**src/include/ips_map.svh**
```systemverilog
`ifndef IPS_MAP_SVH
`define IPS_MAP_SVH
// times in ns, clock period in ns
`define IPS_CLK_PERIOD_NS    5
`define IPS_PULSE_NS         100000
`define IPS_GAP_NS           100000
`define IPS_WAKE_FILT_NS     16000
`define IPS_CFG_FILT_NS      10000
`define IPS_PULSE_CYC        (`IPS_PULSE_NS / `IPS_CLK_PERIOD_NS)
`define IPS_GAP_CYC          (`IPS_GAP_NS / `IPS_CLK_PERIOD_NS)
`define IPS_WAKE_FILT_CYC    (`IPS_WAKE_FILT_NS / `IPS_CLK_PERIOD_NS)
`define IPS_CFG_FILT_CYC     (`IPS_CFG_FILT_NS / `IPS_CLK_PERIOD_NS)
`define IPS_CNT_W            15
`define IPS_FAIL_W           8
`endif

```
**src/include/ips_pkg.sv**
```systemverilog
package ips_pkg;
  typedef enum logic [2:0] {
    IPS_MODE_INIT,
    IPS_MODE_NORMAL,
    IPS_MODE_STOP,
    IPS_MODE_RESTART,
    IPS_MODE_FAILSAFE,
    IPS_MODE_SLEEP
  } ips_mode_t;

  // wake enables and events share one layout
  typedef struct packed {
    logic can;
    logic hv_pin;
    logic timer;
    logic gpio;
  } ips_wake_t;

  typedef enum {
    IPS_IDLE,
    IPS_PULSE,
    IPS_GAP
  } ips_state_t;
endpackage
```
**src/hdl/ips_signaller.sv**
```systemverilog
// Notes on behaviour
// - in normal and stop, irq_out_n pulses low 100 us, then releases
// - at least 100 us high between the end of a pulse and the next
// - an interrupt pulse never changes the operating mode by itself
// - class select 0 means wake-only interrupts, 1 adds failure events
// - a wake interrupt needs its source currently enabled as wake source
// - wake sources: bus wake, hv wake pin, cyclic timer, gpio wake
// - global class adds latched failures; level and id registers never
// - uv, watchdog, short, thermal, fail, por, state field never interrupt
// - no pulse in restart, fail-safe or sleep mode; a pulse already under way when the mode changes runs to its end
// - entering stop with uncleared wake bits raises an interrupt
// - status registers update at each falling edge of the pulse
// - events stay latched until read and cleared; level register is live
// - hv wake input change is qualified by a 16 us filter
// - filter starts at the crossing; any cross back during it cancels
// - in init mode, irq pin level is filtered 10 us to pick configuration
// - both wake input edges signal: interrupt or device wake-up
`timescale 1ns/10ps
`default_nettype none
`include "ips_map.svh"
module ips_signaller
(
  input  wire logic                     core_clk,
  input  wire logic                     resetn,
  input  wire ips_pkg::ips_mode_t       mode,
  input  wire logic                     class_global,
  input  wire ips_pkg::ips_wake_t       wake_enable,
  input  wire ips_pkg::ips_wake_t       wake_raw_event,
  input  wire logic [`IPS_FAIL_W-1:0]   fail_event,
  input  wire logic                     hv_wake_input,
  input  wire logic                     irq_pin_in,
  input  wire ips_pkg::ips_wake_t       clear_wake,
  input  wire logic [`IPS_FAIL_W-1:0]   clear_fail,
  output logic                          irq_out_n,
  output logic                          irq_out_oe,
  output ips_pkg::ips_wake_t            wake_status,
  output logic [`IPS_FAIL_W-1:0]        fail_status,
  output logic                          wake_pin_level_status,
  output logic                          device_wakeup,
  output logic                          hw_config_sel
);

  localparam logic [`IPS_CNT_W-1:0] PULSE_CYC =
    `IPS_CNT_W'(`IPS_PULSE_CYC);
  localparam logic [`IPS_CNT_W-1:0] GAP_CYC = `IPS_CNT_W'(`IPS_GAP_CYC);
  localparam logic [`IPS_CNT_W-1:0] WFILT_CYC =
    `IPS_CNT_W'(`IPS_WAKE_FILT_CYC);
  localparam logic [`IPS_CNT_W-1:0] CFILT_CYC =
    `IPS_CNT_W'(`IPS_CFG_FILT_CYC);

  // three-stage synchronisers for both pins
  logic [2:0] wk_sync;
  logic [2:0] cfg_sync;
  always_ff @(posedge core_clk or negedge resetn)
  begin
    if (!resetn)
    begin
      wk_sync  <= 3'h0;
      cfg_sync <= 3'h0;
    end
    else
    begin
      wk_sync  <= {wk_sync[1:0], hv_wake_input};
      cfg_sync <= {cfg_sync[1:0], irq_pin_in};
    end
  end
  wire wk_agree  = wk_sync[1] == wk_sync[2];
  wire cfg_agree = cfg_sync[1] == cfg_sync[2];

  // hv wake filter
  logic                  wk_stable;
  logic [`IPS_CNT_W-1:0] wk_cnt;
  logic                  wk_armed;
  wire wk_cross  = wk_agree && (wk_sync[2] != wk_stable);
  wire wk_done   = wk_armed && wk_cross && (wk_cnt == WFILT_CYC - 1'b1);
  always_ff @(posedge core_clk or negedge resetn)
  begin
    if (!resetn)
    begin
      wk_stable <= 1'b0;
      wk_cnt    <= '0;
      wk_armed  <= 1'b0;
    end
    else if (!wk_cross)
    begin
      wk_cnt   <= '0;
      wk_armed <= 1'b0;
    end
    else if (wk_done)
    begin
      wk_stable <= wk_sync[2];
      wk_cnt    <= '0;
      wk_armed  <= 1'b0;
    end
    else
    begin
      wk_cnt   <= wk_cnt + 1'b1;
      wk_armed <= 1'b1;
    end
  end

  // config strap filter, init mode only
  logic [`IPS_CNT_W-1:0] cfg_cnt;
  wire in_init  = mode == ips_pkg::IPS_MODE_INIT;
  wire cfg_diff = cfg_agree && (cfg_sync[2] != hw_config_sel);
  always_ff @(posedge core_clk or negedge resetn)
  begin
    if (!resetn)
    begin
      cfg_cnt       <= '0;
      hw_config_sel <= 1'b0;
    end
    else if (!in_init || !cfg_diff)
      cfg_cnt <= '0;
    else if (cfg_cnt == CFILT_CYC - 1'b1)
    begin
      hw_config_sel <= cfg_sync[2];
      cfg_cnt       <= '0;
    end
    else
      cfg_cnt <= cfg_cnt + 1'b1;
  end

  // wake event latching, only enabled sources count
  ips_pkg::ips_wake_t new_wake;
  assign new_wake.can    = wake_raw_event.can    & wake_enable.can;
  assign new_wake.hv_pin = wk_done & wake_enable.hv_pin;
  assign new_wake.timer  = wake_raw_event.timer  & wake_enable.timer;
  assign new_wake.gpio   = wake_raw_event.gpio   & wake_enable.gpio;

  // fail_event excludes reset/fail-safe causes by construction upstream
  logic [`IPS_FAIL_W-1:0] fail_latch;
  ips_pkg::ips_wake_t     wake_latch;
  always_ff @(posedge core_clk or negedge resetn)
  begin
    if (!resetn)
    begin
      wake_latch <= '0;
      fail_latch <= '0;
    end
    else
    begin
      // set wins over clear
      wake_latch <= (wake_latch & ~clear_wake) | new_wake;
      fail_latch <= (fail_latch & ~clear_fail) | fail_event;
    end
  end

  wire quiet_mode = mode == ips_pkg::IPS_MODE_RESTART ||
                    mode == ips_pkg::IPS_MODE_FAILSAFE ||
                    mode == ips_pkg::IPS_MODE_SLEEP;
  wire irq_mode   = mode == ips_pkg::IPS_MODE_NORMAL ||
                    mode == ips_pkg::IPS_MODE_STOP;
  wire new_fail_ev = class_global && (|fail_event);
  wire new_ev      = (|new_wake) || new_fail_ev;

  logic                prev_stop;
  wire stop_entry = mode == ips_pkg::IPS_MODE_STOP && !prev_stop;
  wire stop_ev    = stop_entry && (|wake_latch);

  // pulse sequencer
  ips_pkg::ips_state_t   state;
  ips_pkg::ips_state_t   next_state;
  logic [`IPS_CNT_W-1:0] cnt;
  logic                  pending;
  wire want  = (pending || new_ev || stop_ev) && irq_mode;
  // a waiting event starts right as the gap ends, no extra idle cycle
  wire gap_end = state == ips_pkg::IPS_GAP && cnt == GAP_CYC - 1'b1;
  wire start = (state == ips_pkg::IPS_IDLE || gap_end) && want;
  always_comb
  begin
    next_state = state;
    case (state)
      ips_pkg::IPS_IDLE:
        if (want)
          next_state = ips_pkg::IPS_PULSE;
      ips_pkg::IPS_PULSE:
        if (cnt == PULSE_CYC - 1'b1)
          next_state = ips_pkg::IPS_GAP;
      ips_pkg::IPS_GAP:
        if (gap_end)
          next_state = want ? ips_pkg::IPS_PULSE : ips_pkg::IPS_IDLE;
      default:
        next_state = ips_pkg::IPS_IDLE;
    endcase
  end

  always_ff @(posedge core_clk or negedge resetn)
  begin
    if (!resetn)
    begin
      state     <= ips_pkg::IPS_IDLE;
      cnt       <= '0;
      pending   <= 1'b0;
      prev_stop <= 1'b0;
    end
    else
    begin
      state     <= next_state;
      cnt       <= (next_state != state) ? '0 : cnt + 1'b1;
      prev_stop <= mode == ips_pkg::IPS_MODE_STOP;
      // events in quiet modes are not signalled later by pulse, save wake bits still latched at stop entry
      if (quiet_mode)
        pending <= 1'b0;
      else if (start)
        pending <= 1'b0;
      else if (new_ev || stop_ev)
        pending <= 1'b1;
    end
  end

  // outputs; mode is an input only, the pulse never drives it
  always_ff @(posedge core_clk or negedge resetn)
  begin
    if (!resetn)
    begin
      irq_out_n             <= 1'b1;
      irq_out_oe            <= 1'b0;
      wake_status           <= '0;
      fail_status           <= '0;
      wake_pin_level_status <= 1'b0;
      device_wakeup         <= 1'b0;
    end
    else
    begin
      irq_out_n  <= !(next_state == ips_pkg::IPS_PULSE);
      irq_out_oe <= !in_init; // pin sensed as strap during init
      if (start)
      begin
        wake_status <= wake_latch | new_wake;
        fail_status <= fail_latch | fail_event;
      end
      else
      begin
        wake_status <= wake_status & ~clear_wake;
        fail_status <= fail_status & ~clear_fail;
      end
      wake_pin_level_status <= wk_stable;
      device_wakeup <= (mode == ips_pkg::IPS_MODE_SLEEP ||
                        mode == ips_pkg::IPS_MODE_FAILSAFE) &&
                       (|new_wake);
    end
  end

  // helpers: low time of the current pulse, high time since the last one;
  // high_cnt saturates so a long idle stretch never wraps into a short gap
  logic [`IPS_CNT_W-1:0] low_cnt;
  logic [`IPS_CNT_W-1:0] high_cnt;
  logic                  seen_low;
  wire high_sat = high_cnt == '1;
  always_ff @(posedge core_clk or negedge resetn)
  begin
    if (!resetn)
    begin
      low_cnt  <= '0;
      high_cnt <= '0;
      seen_low <= 1'b0;
    end
    else
    begin
      low_cnt  <= irq_out_n ? '0 : low_cnt + 1'b1;
      high_cnt <= (!irq_out_n) ? '0 : (high_sat ? high_cnt : high_cnt + 1'b1);
      seen_low <= seen_low || !irq_out_n;
    end
  end
endmodule
`default_nettype wire

```
**config.mk**
```make
export PLATFORM = sky130hd
export DESIGN_NAME = ips_signaller
export DESIGN_NICKNAME = d
export VERILOG_FILES = /design/src/include/ips_pkg.sv /design/src/hdl/ips_signaller.sv
export VERILOG_INCLUDE_DIRS = /design/src /design/src/include
export SDC_FILE = /design/constraint.sdc
export NUM_CORES = 1
export LEC_CHECK = 0
export ABC_CLOCK_PERIOD_IN_PS = 5600
export BUFFER_PORTS_ARGS = -buffer_cell sky130_fd_sc_hd__buf_4
export CORE_UTILIZATION = 50
export CTS_CLUSTER_SIZE = 20
export DETAILED_ROUTE_END_ITERATION = 8
export GPL_ROUTABILITY_DRIVEN = 0
export HOLD_SLACK_MARGIN = 0.12
export PLACE_DENSITY = 0.7
export RECOVER_POWER = 100
export SYNTH_ARGS = -nofsm -noshare
export SYNTH_HDL_FRONTEND = slang
export SYNTH_SLANG_ARGS = --single-unit
export TNS_END_PERCENT = 50
```
**constraint.sdc**
```tcl
create_clock -name core_clk -period 5.6 [get_ports core_clk]
set_input_delay 0.84 -clock core_clk [delete_from_list [all_inputs] [get_ports core_clk]]
set_output_delay 0.84 -clock core_clk [all_outputs]
set_load 0.02 [all_outputs]
```
* Yosys cells after proc, flatten, opt, wreduce, memory -nomap -nowiden *
Index checks and enable logic that the tools add are counted.

word-level totals
  bits in registers = 116
  output and inout bits = 17
  logic and storage cells = 111

operators by class
  multiplexer cells = 17
  add/sub/neg operators = 3
  reductions and logical operators = 34
  eq/ne operators = 17
  bitwise gates (word level) = 15

operator list
  kind                     number
  $mux W32                 3
  $pmux W32 S3             1
  $mux W15                 5
  $eq A32 B2 Y1 const B    2
  $logic_not A32 Y1        2
  $add A15 B1 Y15 const B  3
  $eq A32 B1 Y1 const B    1
  $eq A32 B3 Y1 const B    1
  $ne A32 B32 Y1           1
  $and A8 B8 Y8            2
  $or A8 B8 Y8             2
  $eq A15 B11 Y1 const B   1
  $eq A15 B12 Y1 const B   1
  $eq A15 B15 Y1 const B   1
  $logic_and A1 B1 Y1      11
  $logic_or A1 B1 Y1       10
  $and A4 B4 Y4            2
  $mux W8                  1
  $not A8 Y8               1
  $or A4 B4 Y4             2
  $reduce_or A4 Y1         2
  $reduce_or A8 Y1         1
  $eq A3 B2 Y1 const B     2
  $eq A3 B3 Y1 const B     2
  other kinds (12)         26

* Logic depth before layout (Yosys ltp) *
  depth after elaboration = 15
  depth in mapped cells = 8
  gate-level depth less buffers = 7

* Least setup slack after synthesis *
OpenSTA, ideal clock, no wires.

  path type = input port to flip-flop
  start = input fail_event[0]
  end = register wake_status[0] (netlist name)
  data arrival time = 2284 ps
  stages = 7
  setup slack = 3191 ps
  cell sequence = nor4_2 a21boi_1 or4_4 o211ai_4 nor3b_4 buf_6 mux2i_1

on the way
  cells in the longest elaborated chain, start to end = 8

ends and longest elaborated chain
  item                              RTL line              source
  from (decl)                       ips_signaller.sv:29   input wire logic [`IPS_FAIL_W-1:0] fail_event,
  $reduce_or A8 Y1                  ips_signaller.sv:154  wire new_fail_ev = class_global && (|fail_event);
  $logic_and A1 B1 Y1               ips_signaller.sv:154
  $logic_or A1 B1 Y1                ips_signaller.sv:155  wire new_ev = (|new_wake) || new_fail_ev;
  $logic_or A1 B1 Y1 (2 in series)  ips_signaller.sv:166  wire want = (pending || new_ev || stop_ev) && irq_mode;
  $logic_and A1 B1 Y1               ips_signaller.sv:166
  $logic_and A1 B1 Y1               ips_signaller.sv:169  wire start = (state == ips_pkg::IPS_IDLE || gap_end) && want;
  $mux W4                           ips_signaller.sv:228  if (start)
  to (signal assigned)              ips_signaller.sv:230  wake_status <= wake_latch | new_wake;
  to (signal assigned)              ips_signaller.sv:235  wake_status <= wake_status & ~clear_wake;
  to (decl)                         ips_signaller.sv:36   output ips_pkg::ips_wake_t wake_status,

Every way passes these cells.
A chain may end at the register's enable or synchronous reset.

* Worst setup path after layout *
  start = register wk_cnt[8]
  end = register cnt[10]

on the way
  cells in the longest elaborated chain, start to end = 13

ends and longest elaborated chain
  item                                  RTL line              source
  from (decl)                           ips_signaller.sv:72   logic [`IPS_CNT_W-1:0] wk_cnt;
  from (signal assigned)                ips_signaller.sv:97   wk_cnt <= wk_cnt + 1'b1;
  $eq A15 B12 Y1 (*)                    ips_signaller.sv:75   wire wk_done = wk_armed && wk_cross && (wk_cnt == WFILT_CYC - 1'b1);
  $logic_and A1 B1 Y1 (*)               ips_signaller.sv:75
  $and A1 B1 Y1 (*)                     ips_signaller.sv:127  assign new_wake.hv_pin = wk_done & wake_enable.hv_pin;
  $reduce_or A4 Y1 (*)                  ips_signaller.sv:155
  $logic_or A1 B1 Y1 (*)                ips_signaller.sv:155
  $logic_or A1 B1 Y1 (*) (2 in series)  ips_signaller.sv:166
  $logic_and A1 B1 Y1 (*)               ips_signaller.sv:166
  $mux W1                               ips_signaller.sv:182  next_state = want ? ips_pkg::IPS_PULSE : ips_pkg::IPS_IDLE;
  $mux W32                              ips_signaller.sv:181  if (gap_end)
  $pmux W32 S3 (*)                      ips_signaller.sv:173  case (state)
  $ne A32 B32 Y1 (*)                    ips_signaller.sv:200  cnt <= (next_state != state) ? '0 : cnt + 1'b1;
  $mux W15 (*)                          ips_signaller.sv:200
  to (signal assigned)                  ips_signaller.sv:200
  to (decl)                             ips_signaller.sv:164  logic [`IPS_CNT_W-1:0] cnt;

Mark *: on every way between the ends. The rest lies on a longest branch, timed or not.

==> impl_metrics.json <==
{
  "power.density_nw_per_um2": 345,
  "post-cts-setup-buffers": 0,
  "fin_area_um2": 5690,
  "cap_violations": 1,
  "violations": "DRC, capacitance limit, slew limit",
  "vias": 3064,
  "overflow": 0,
  "drtIter0Drc": 97,
  "die_area_um2": 9670,
  "post_cts_resized": 0,
  "cts_tree": "done",
  "synth_area_leaders": "dfrtp_1, nor2_1, xor2_1",
  "max_freq_mhz": 317,
  "combPwrFrac_pct": 3.3,
  "nets": 534,
  "seq_power_share_pct": 44.2,
  "cts_num_sinks": 116,
  "path_class": "reg2reg",
  "worstPathRequired_ns": 5.93,
  "dp_cells": 584,
  "clock_skew_ns": 0.0136,
  "max_stage_delay_ns": 1.06,
  "placed_cell_area_um2": 5240,
  "p_switching_mw": 0.475,
  "post-dp-hpwl_mm": 5.32,
  "path_cells": "nor4_1 -> o211ai_1 -> nor2_1 -> o211ai_1 -> a31oi_1 -> nor2_1",
  "avgSynthCellArea_um2": 11.6,
  "grt.total_usage_pct": 19.0,
  "cp.arrival_ns": 3.49,
  "final_hold_viol_count": 0,
  "critPathMaxFanout": 15,
  "antenna_cells": 0,
  "p_int_mw": 1.49,
  "syn_to_final_growth_pct": 22.8,
  "p_leak_nw": 2.57,
  "layout_worst_path_cycle_share_pct": 56.3,
  "finalCriticalPeriod_ns": 3.15,
  "switching_share_pct": 24.1,
  "startpoint_type": "flop",
  "ys_warn_count": 0,
  "cts_root_buffer": "clkbuf_8",
  "fill_cells": 706,
  "first_pass_iters": 8,
  "synth_top_cell_area_share_pct": 62.0,
  "ys_seq_elements": 116,
  "drc": 1,
  "max_slew_margin_pct": -24.7,
  "power_frac_clock_pct": 52.5,
  "cpMaxStageDelayCell": "a31oi_1",
  "irDropWorstVdd_mv": 0.198,
  "die_h_um": 98.3,
  "setup_viol_count_final": 0,
  "hp-class": "reg2reg",
  "yosysSeqAreaShare_pct": 62.6,
  "regArea_um2": 2900,
  "hold_ws_ns": 0.353,
  "wirelength_mm": 8.07,
  "antenna_found_initial": 0,
  "coreArea_um2": 8850,
  "initial_utilization_pct": 52.4,
  "port_buffers": 51,
  "rows": 34,
  "status": "finished with violations",
  "grt_pass1_vias": 3120,
  "synth_ff_type": "dfrtp_1",
  "synth_edf_count": 0,
  "fin_cells": 616,
  "path_buf_inv": 0,
  "setup_tns_ns": 0,
  "synth_most_common_cell": "dfrtp_1",
  "avgRoutedWirePerCell_um": 13.1,
  "endpoint_kind": "flop",
  "max-clock-path-buffers": 2,
  "tightest_slew_ns": 1.87,
  "final-max-slew-violation-count": 37,
  "detail-route-antenna-nets": 0,
  "chipWidth_um": 98.3,
  "via_per_inst": 4.97,
  "rsz0062_at_grt": "no",
  "synthCells": 399,
  "grt_pass1_wl_mm": 14.1,
  "crit_family": "compound AO/OA/AOI/OAI gates",
  "multi_input_area_um2": 1700,
  "synthArstFlopShare_pct": 100,
  "drive_above_1_share_pct": 14.4,
  "grt_max_degree": 82,
  "yosysUniqueCellTypes": 45,
  "cts_buffers": 17,
  "ctsHoldBuffers": 0,
  "ios": 53,
  "clkTransAtPathRegs_ns": 0.06,
  "syn_area_um2": 4640,
  "yosys-top-cells-count": "dfrtp_1, nor2_1, nand2_1",
  "synth_area_leader_cell": "dfrtp_1",
  "cts.htree.levels": 4,
  "final_core_util_pct": 64.4,
  "clock_latency_ns": 0.52
}
==> worst paths after layout <==
kind | startpoint | end | slack [ns] | depth (start not counted)
setup / recovery | wk_cnt[8] | cnt[10] | 2.45 | 6
hold / removal | cfg_sync[0] | cfg_sync[1] | 0.35 | 0
setup reg to reg | wk_cnt[8] | cnt[10] | 2.45 | 6
hold reg to reg | cfg_sync[0] | cfg_sync[1] | 0.35 | 0
max in group asynchronous | resetn | fail_status[3] | 2.82 | 2
min in group asynchronous | resetn | cnt[3] | 0.48 | 1
==> flip-flops by register name, indices dropped and copies added, names as in the netlist, 3 cells and up <==
| register | count |
|---|---|
| state | 32 |
| cfg_cnt | 15 |
| cnt | 15 |
| wk_cnt | 15 |
| fail_latch | 8 |
| fail_status | 8 |
| wake_latch | 4 |
| wake_status | 4 |
| cfg_sync | 3 |
| wk_sync | 3 |
==> routing by layer <==
layer  global-route usage (%)  vias to the layer above  share of wire [%]
met2                     31.7                       47                 51
met4                     6.08                        0                1.1
met1                     22.8                     1498                 44
li1                         -                     1511                  -
met3                     7.23                        8                3.2
met5                        0                        -                  0
==> cell type report <==
type,count,area share [%]
inverter,19,1.25
clock buffer,17,7.27
multi-input combinational,289,29.9
sequential,116,51.0
tap,108,2.37
clock inverter,15,2.77
timing repair buffer,52,5.41
==> metrics by stage <==
stage	setup slack, ns	power (mW)
4_1_cts	2.89	1.99
2_1_floorplan	3.19	0.907
6_report	2.45	1.97
3_3_place_gp	2.76	0.952
5_1_grt	2.02	2.04
3_5_place_dp	2.75	0.955
==> placed cells by master (no fill, tap or decap), types with 16 or more instances in the layout <==
cell	count
clkbuf_1	22
clkbuf_16	16
xnor2_1	16
nand2_1	28
dfrtp_1	115
conb_1	30
nor2_1	70
xor2_1	25
buf_4	24
inv_1	19
==> power by group through the flow <==
stage | clock network [mW] | registers (mW) | logic [mW]
2_1_floorplan | 0 | 0.883 | 0.0243
3_3_place_gp | 0 | 0.884 | 0.0682
3_5_place_dp | 0 | 0.885 | 0.0699
4_1_cts | 1.05 | 0.870 | 0.0703
5_1_grt | 1.09 | 0.872 | 0.0757
6_report | 1.03 | 0.870 | 0.0646
==> kinds of logic (layout without fill, tap and decap cells) <==
| logic type | count (synthesis) | in the layout | synth area share [%] |
|---|---|---|---|
| XOR/XNOR | 41 | 41 | 7.74 |
| AO/OA/AOI/OAI | 27 | 27 | 4.67 |
| flip-flops | 116 | 116 | 62.6 |
| adder cells (fa/ha/maj) | 3 | 3 | 0.809 |
| multiplexers | 14 | 14 | 3.08 |
| AND/OR/NAND/NOR | 174 | 174 | 18.8 |
| buffers and inverters | 23 | 103 | 2.18 |
| other | 1 | 30 | 0.0809 |
No activity file was read; power rests on OpenSTA's default activity.
